[src/design/rexs_map.svh]
// timing constants and counter widths for the remote exploder sequencer
`ifndef REXS_MAP_SVH
`define REXS_MAP_SVH
`define REXS_CLK_HZ          100000000
`define REXS_TICK_HZ         10
`define REXS_ARM_TIME_S      600
`define REXS_LOCK_TIME_S     2
`define REXS_TEST_TIME_S     20
`define REXS_TICK_DIV        (`REXS_CLK_HZ / `REXS_TICK_HZ)
`define REXS_ARM_TICKS       (`REXS_ARM_TIME_S * `REXS_TICK_HZ)
`define REXS_LOCK_TICKS      (`REXS_LOCK_TIME_S * `REXS_TICK_HZ)
`define REXS_TEST_TICKS      (`REXS_TEST_TIME_S * `REXS_TICK_HZ)
`define REXS_TCNT_W          16
`define REXS_DIV_W           32
`endif

[src/design/rexs_pkg.sv]
// types for the remote exploder sequencer
`default_nettype none
package rexs_pkg;
  typedef enum logic [2:0]
  {
    REXS_SAFE   = 3'b000,
    REXS_IDLE   = 3'b001,
    REXS_ARMED  = 3'b010,
    REXS_FIRING = 3'b011,
    REXS_LOCKED = 3'b100
  } rexs_state_e;
endpackage
`default_nettype wire

[src/design/rexs_tick.sv]
// slow tick divider
`timescale 1ns/10ps
`default_nettype none
`include "rexs_map.svh"
module rexs_tick
#(
  parameter int unsigned DIV = `REXS_TICK_DIV
)
(
  input  wire logic core_clk,
  input  wire logic reset_n,
  output logic      tick
);
  logic [`REXS_DIV_W-1:0] cnt_r;
  logic [`REXS_DIV_W-1:0] cnt_nxt;
  logic                   tick_r;
  logic                   tick_nxt;

  // a zero divider would wrap the compare and raise the tick only once every 2^32 cycles
  if (DIV < 1)
  begin
    $error("rexs_tick: DIV must be at least 1");
  end

  always_comb
  begin
    tick_nxt = 1'b0;
    cnt_nxt  = cnt_r + 32'h1;
    if (cnt_r >= DIV[`REXS_DIV_W-1:0] - 32'h1)
    begin
      cnt_nxt  = '0;
      tick_nxt = 1'b1;
    end
  end

  always_ff @(posedge core_clk or negedge reset_n)
  begin
    if (!reset_n)
    begin
      cnt_r  <= '0;
      tick_r <= 1'b0;
    end
    else
    begin
      cnt_r  <= cnt_nxt;
      tick_r <= tick_nxt;
    end
  end

  assign tick = tick_r;
endmodule
`default_nettype wire

[src/design/rexs_seq.sv]
// remote exploder sequencer: key, prime, fire, timeout and lockout
// What this block does
// - key off keeps firing output terminals shorted.
// - key on keeps output shorted until a valid prime command.
// - capacitors shorted until prime, then released and charging.
// - prime lights priming lamp and enters armed state.
// - armed at most ten minutes; without fire, abort automatically.
// - after abort a fresh prime is needed before fire.
// - fire while armed connects charged capacitors to output.
// - two seconds after firing, lockout isolates output from battery and capacitors.
// - lockout reapplies short across output terminals.
// - while locked out, prime and fire are ignored.
// - while locked out, red fired-lockout lamp lit.
// - lockout holds until key returns to off.
// - key on activates display, self-test; green power lamp 20 s after key on if test passes.
// - receiving lamp lit once synchronised to paging signal.
// - line resistance shown continuously on display.
`timescale 1ns/10ps
`default_nettype none
`include "rexs_map.svh"
module rexs_seq
  import rexs_pkg::*;
#(
  parameter int unsigned TICK_DIV   = `REXS_TICK_DIV,
  parameter int unsigned ARM_TICKS  = `REXS_ARM_TICKS,
  parameter int unsigned LOCK_TICKS = `REXS_LOCK_TICKS,
  parameter int unsigned TEST_TICKS = `REXS_TEST_TICKS,
  parameter int unsigned RES_W      = 16
)
(
  input  wire logic             core_clk,
  input  wire logic             reset_n,
  input  wire logic             key_on,
  input  wire logic             prime_cmd,
  input  wire logic             fire_cmd,
  input  wire logic             paging_synced,
  input  wire logic             self_test_ok,
  input  wire logic [RES_W-1:0] line_res_ohm,
  output logic                  output_short,
  output logic                  cap_short,
  output logic                  cap_charge,
  output logic                  cap_to_output,
  output logic                  output_isolate,
  output logic                  priming_lamp,
  output logic                  fired_lockout_lamp,
  output logic                  power_lamp,
  output logic                  receiving_lamp,
  output logic                  display_on,
  output logic [RES_W-1:0]      display_res_ohm,
  output logic                  abort_pulse
);
  import rexs_pkg::*;

  // counters are 16 bits wide; larger counts would wrap before timing out
  if (ARM_TICKS < 1 || LOCK_TICKS < 1 || TEST_TICKS < 1 || TEST_TICKS >= 65536 || ARM_TICKS >= 65536
      || LOCK_TICKS >= 65536 || TICK_DIV < 1 || RES_W < 1)
  begin
    $error("rexs_seq: tick counts must lie in 1..65535");
  end

  logic                    tick;
  rexs_state_e             state_r;
  rexs_state_e             state_nxt;
  logic [`REXS_TCNT_W-1:0] tcnt_r;
  logic [`REXS_TCNT_W-1:0] tcnt_nxt;
  logic [`REXS_TCNT_W-1:0] test_r;
  logic [`REXS_TCNT_W-1:0] test_nxt;
  logic                    pwr_r;
  logic                    pwr_nxt;
  logic                    rcv_r;
  logic                    rcv_nxt;
  logic [RES_W-1:0]        res_r;
  logic [RES_W-1:0]        res_nxt;
  logic                    abort_r;
  logic                    abort_nxt;

  rexs_tick #(.DIV(TICK_DIV)) u_tick
  (
    .core_clk (core_clk),
    .reset_n  (reset_n),
    .tick     (tick)
  );

  // sequencer
  always_comb
  begin
    state_nxt = state_r;
    abort_nxt = 1'b0;
    tcnt_nxt  = tick ? tcnt_r + 16'h1 : tcnt_r;
    case (state_r)
      REXS_SAFE:
      begin
        if (key_on)
        begin
          state_nxt = REXS_IDLE;
          tcnt_nxt  = '0;
        end
      end
      REXS_IDLE:
      begin
        // fire ignored here: unit not armed
        if (prime_cmd)
        begin
          state_nxt = REXS_ARMED;
          tcnt_nxt  = '0;
        end
      end
      REXS_ARMED:
      begin
        if (fire_cmd)
        begin
          state_nxt = REXS_FIRING;
          tcnt_nxt  = '0;
        end
        else if (tick && tcnt_r >= ARM_TICKS[15:0] - 16'h1)
        begin
          state_nxt = REXS_IDLE;
          abort_nxt = 1'b1;
          tcnt_nxt  = '0;
        end
      end
      REXS_FIRING:
      begin
        if (tick && tcnt_r >= LOCK_TICKS[15:0] - 16'h1)
        begin
          state_nxt = REXS_LOCKED;
          tcnt_nxt  = '0;
        end
      end
      REXS_LOCKED:
      begin
        // commands ignored until the key is turned off
        state_nxt = REXS_LOCKED;
      end
      default:
      begin
        state_nxt = REXS_SAFE;
      end
    endcase
    // key off always wins: safe from any state
    if (!key_on)
    begin
      state_nxt = REXS_SAFE;
      tcnt_nxt  = '0;
      abort_nxt = 1'b0;
    end
  end

  always_ff @(posedge core_clk or negedge reset_n)
  begin
    if (!reset_n)
    begin
      state_r <= REXS_SAFE;
      tcnt_r  <= '0;
      abort_r <= 1'b0;
    end
    else
    begin
      state_r <= state_nxt;
      tcnt_r  <= tcnt_nxt;
      abort_r <= abort_nxt;
    end
  end

  // self-test, receiving and display
  always_comb
  begin
    test_nxt = test_r;
    pwr_nxt  = pwr_r;
    rcv_nxt  = key_on & paging_synced;
    res_nxt  = key_on ? line_res_ohm : '0;
    if (!key_on)
    begin
      test_nxt = '0;
      pwr_nxt  = 1'b0;
    end
    else if (test_r < TEST_TICKS[15:0])
    begin
      if (tick)
        test_nxt = test_r + 16'h1;
    end
    else
    begin
      // lamp only after the full 20 s, then tracks the test result
      pwr_nxt = self_test_ok;
    end
  end

  always_ff @(posedge core_clk or negedge reset_n)
  begin
    if (!reset_n)
    begin
      test_r <= '0;
      pwr_r  <= 1'b0;
      rcv_r  <= 1'b0;
      res_r  <= '0;
    end
    else
    begin
      test_r <= test_nxt;
      pwr_r  <= pwr_nxt;
      rcv_r  <= rcv_nxt;
      res_r  <= res_nxt;
    end
  end

  // outputs decoded from flops except display_on, which is key_on itself; no combinational prime/fire path
  assign output_short       = (state_r != REXS_ARMED) && (state_r != REXS_FIRING);
  assign cap_short          = (state_r == REXS_SAFE) || (state_r == REXS_IDLE);
  assign cap_charge         = (state_r == REXS_ARMED);
  assign cap_to_output      = (state_r == REXS_FIRING);
  assign output_isolate     = (state_r == REXS_LOCKED);
  assign priming_lamp       = (state_r == REXS_ARMED);
  assign fired_lockout_lamp = (state_r == REXS_LOCKED);
  assign power_lamp         = pwr_r;
  assign receiving_lamp     = rcv_r;
  assign display_on         = key_on;
  assign display_res_ohm    = res_r;
  assign abort_pulse        = abort_r;
endmodule
`default_nettype wire

[config.mk]
export PLATFORM = sky130hd
export DESIGN_NAME = rexs_seq
export DESIGN_NICKNAME = d
export VERILOG_FILES = /design/src/design/rexs_pkg.sv /design/src/design/rexs_tick.sv /design/src/design/rexs_seq.sv
export VERILOG_INCLUDE_DIRS = /design/src /design/src/design
export SDC_FILE = /design/constraint.sdc
export NUM_CORES = 1
export LEC_CHECK = 0
export BUFFER_PORTS_ARGS = -buffer_cell sky130_fd_sc_hd__buf_2
export CAP_MARGIN = 20
export CORE_AREA = 2 2 116 73
export CTS_CLUSTER_SIZE = 12
export DETAILED_ROUTE_END_ITERATION = 10
export DIE_AREA = 0 0 118 75
export GPL_TIMING_DRIVEN = 0
export HOLD_SLACK_MARGIN = 0.12
export PLACE_DENSITY = 0.8
export SLEW_MARGIN = 20
export SYNTH_ARGS = -nofsm -noshare
export SYNTH_HDL_FRONTEND = slang
export SYNTH_SLANG_ARGS = --single-unit
[constraint.sdc]
create_clock -name core_clk -period 6.4 [get_ports core_clk]
set_clock_uncertainty 0.05 [all_clocks]
set_input_delay 0.64 -clock core_clk [delete_from_list [all_inputs] [get_ports core_clk]]
set_output_delay 0.64 -clock core_clk [all_outputs]
set_load 0.02 [all_outputs]
==> reports/metrics.yaml <==
outcome: "completed"
synth.top_cells.by_count: "dfrtp_1, and2_1, a21oi_1"
critPathKind: "register to register"
grt_pass1_wl_um: 15000
antennaDiodeCount: 0
ir_drop_v: 0.000139
worstSkewPairLatency_ns: 0.34
globalRouteTotalUtil: 0.219
synthArstFlopShare: 1.00
place.gp.congestion: 0.916
num_vias: 3270
cp.required_ns: 6.54
antenna_found_initial: 0
netSwitchingFraction: 0.231
fin_crit_sh: 0.378
setup_viol: 0
initial_core_util: 0.529
tightest_slew_ns: 0.622
synth_cell_types: 53
power.share.clock: 0.458
cp_max_fo: 10
routedWlPerCell_um: 15.8
reg2reg_slack_ns: 3.98
synth.top_cell.area_share: 0.533
slew-limit-headroom: 0.586
ys_seq_area_frac: 0.533
fp-row-count: 25
fin_area_um2: 4850
cp-end-kind: "register"
post-dp-hpwl_um: 6220
postPlaceCellArea_um2: 4520
p_switching_uw: 289
reg2regPathDepth: 7
ctsHoldBuffers: 0
numCtsBuffers: 9
drt-total-wl_um: 8950
port_buffers: 49
ant_nets: 0
max_freq_ghz: 0.414
power.static_leakage_nw: 2.03
cts.clk_slew.worst_paths_ns: 0.06
fill_cells: 614
num-nets-final: 478
seqPwrFrac: 0.457
p_int_uw: 963
ys_warn_count: 0
coreArea_um2: 7730
synth-edff-count: 0
period_minus_slack_ns: 2.42
synth.most_common_cell: "dfrtp_1"
yosys-top-cells-area: "dfrtp_1, and2_1, xnor2_1"
firstDrtPassIters: 5
clock_path_buffers: 2
r2r_end: "tcnt_r[15]"
post_cts_resize_count: 0
area_growth_syn_to_layout_pct: 18.6
cts_tree: "yes"
p_comb_frac: 0.085
setup-tns-final_ns: 0
grt_pass1_vias: 2991
finalHoldViolCount: 0
final_layout_size_suffix_gt1_frac: 0.182
cts_root_buffer: "clkbuf_16"
start_kind: "register"
grt_max_degree: 46
cts_max_level: 3
die-area_um2: 8850
die_height_um: 75
drv_cap: 0
clock_sinks: 87
syn_area_per_cell_um2: 10.6
drt_iter0_markers: 315
vias_per_cell: 5.79
drcViolationCount: 0
p_per_area_nw_per_um2: 258
die_w_um: 118
r2r_start: "tcnt_r[5]"
num_io_pins: 50
syn_inst: 384
ys_ff_latch: 87
synth_area_leader_cell: "dfrtp_1"
slew_violations: 0
synth_area_um2: 4090
cts_setup_buffers: 0
hold_path.class: "primary input to async pin"
yosys_most_used_dff: "dfrtp_1"
overflow: 0
rsz0062_at_grt: "false"
worstPathArrival_ns: 2.56
## per-layer routing
layer	global-route usage	vias to the layer above	routed length [µm]
li1	-	1536	-
met1	0.309	1578	4240
met2	0.330	150	3960
met3	0.0720	6	677
met4	0.0589	0	65
met5	0	-	0
## how the worst max path moves through the flow
stage                            from              to  slack (ns)  cells after the start
after floorplan            state_r[0]  output_isolate        4.29                      3
after global placement        reset_n       test_r[1]        3.95                      1
after detailed placement  u_tick.tick       tcnt_r[7]        4.05                      6
after CTS                  state_r[0]  output_isolate        4.00                      4
after global routing        tcnt_r[5]      tcnt_r[14]        3.78                      7
final                       tcnt_r[5]      tcnt_r[15]        3.98                      7
## power by group through the flow
stage               clock network [mW]  logic, mW  registers (mW)
finish                           0.574      0.106           0.573
global route                     0.609      0.117           0.574
CTS                              0.581      0.107           0.572
detailed placement                   0      0.106           0.583
global placement                     0      0.102           0.581
floorplan                            0     0.0551           0.588
## critical path, stage by stage, from the launching register on
cell	delay (ns)
dfrtp_1	0.32
clkbuf_1	0.31
nand2_1	0.11
o21ai_0	0.38
a211o_1	0.18
clkbuf_1	0.32
clkbuf_1	0.44
a21oi_1	0.15
## layout by cell type (no fill, tap or decap), types with 10 or more instances in the layout
cell type and instances:
a211oi_1 16, a21oi_1 22, and2_1 28, buf_2 48
clkbuf_1 20, dfrtp_1 87, nand2_1 19, nand3_1 17
nand4_1 14, nor2_1 10, nor3_1 10, nor4_1 12
or4_1 10, xnor2_1 17, xor2_1 10
## flip-flops by register name, summed over array words and instances (netlist names)
name	flops
abort_pulse	1
display_res_ohm	16
power_lamp	1
receiving_lamp	1
state_r	3
tcnt_r	16
test_r	16
u_tick.cnt_r	32
u_tick.tick	1
## cells by family after synthesis
logic type,Yosys count,synth area share
AOI/OAI and AO/OA,83,0.149
adders and majority gates,3,0.00919
and+or+nand+nor,144,0.202
DFF,87,0.533
buffers and inverters,35,0.0386
muxes,4,0.0101
xor gates and xnor gates,27,0.0579
other,1,0.000918
## per-stage QoR
| stage | setup WS (ns) | instances | util | hold WS, ns | power [mW] |
|---|---|---|---|---|---|
| 4_1_cts | 4.00 | 565 | 0.628 | 0.254 | 1.26 |
| 6_report | 3.98 | 565 | 0.628 | 0.229 | 1.25 |
| 3_3_place_gp | 3.95 | 548 | 0.582 | 0.423 | 0.683 |
| 2_1_floorplan | 4.29 | 391 | - | 0.294 | 0.643 |
| 5_1_grt | 3.78 | 565 | 0.628 | 0.271 | 1.30 |
| 3_5_place_dp | 4.05 | 549 | 0.584 | 0.423 | 0.688 |
## area by class of cell
cell class | count | area [µm²] | share of cell area
flip-flops and latches | 87 | 2180 | 0.449
clock inverters | 5 | 80.1 | 0.0165
multi-input cells | 269 | 1780 | 0.367
plain buffers | 25 | 120 | 0.0248
well taps | 108 | 135 | 0.0279
repair buffers | 50 | 268 | 0.0552
clock buffers | 11 | 253 | 0.0521
inverters | 10 | 37.5 | 0.00774
Power figures use the tool's default switching activity.
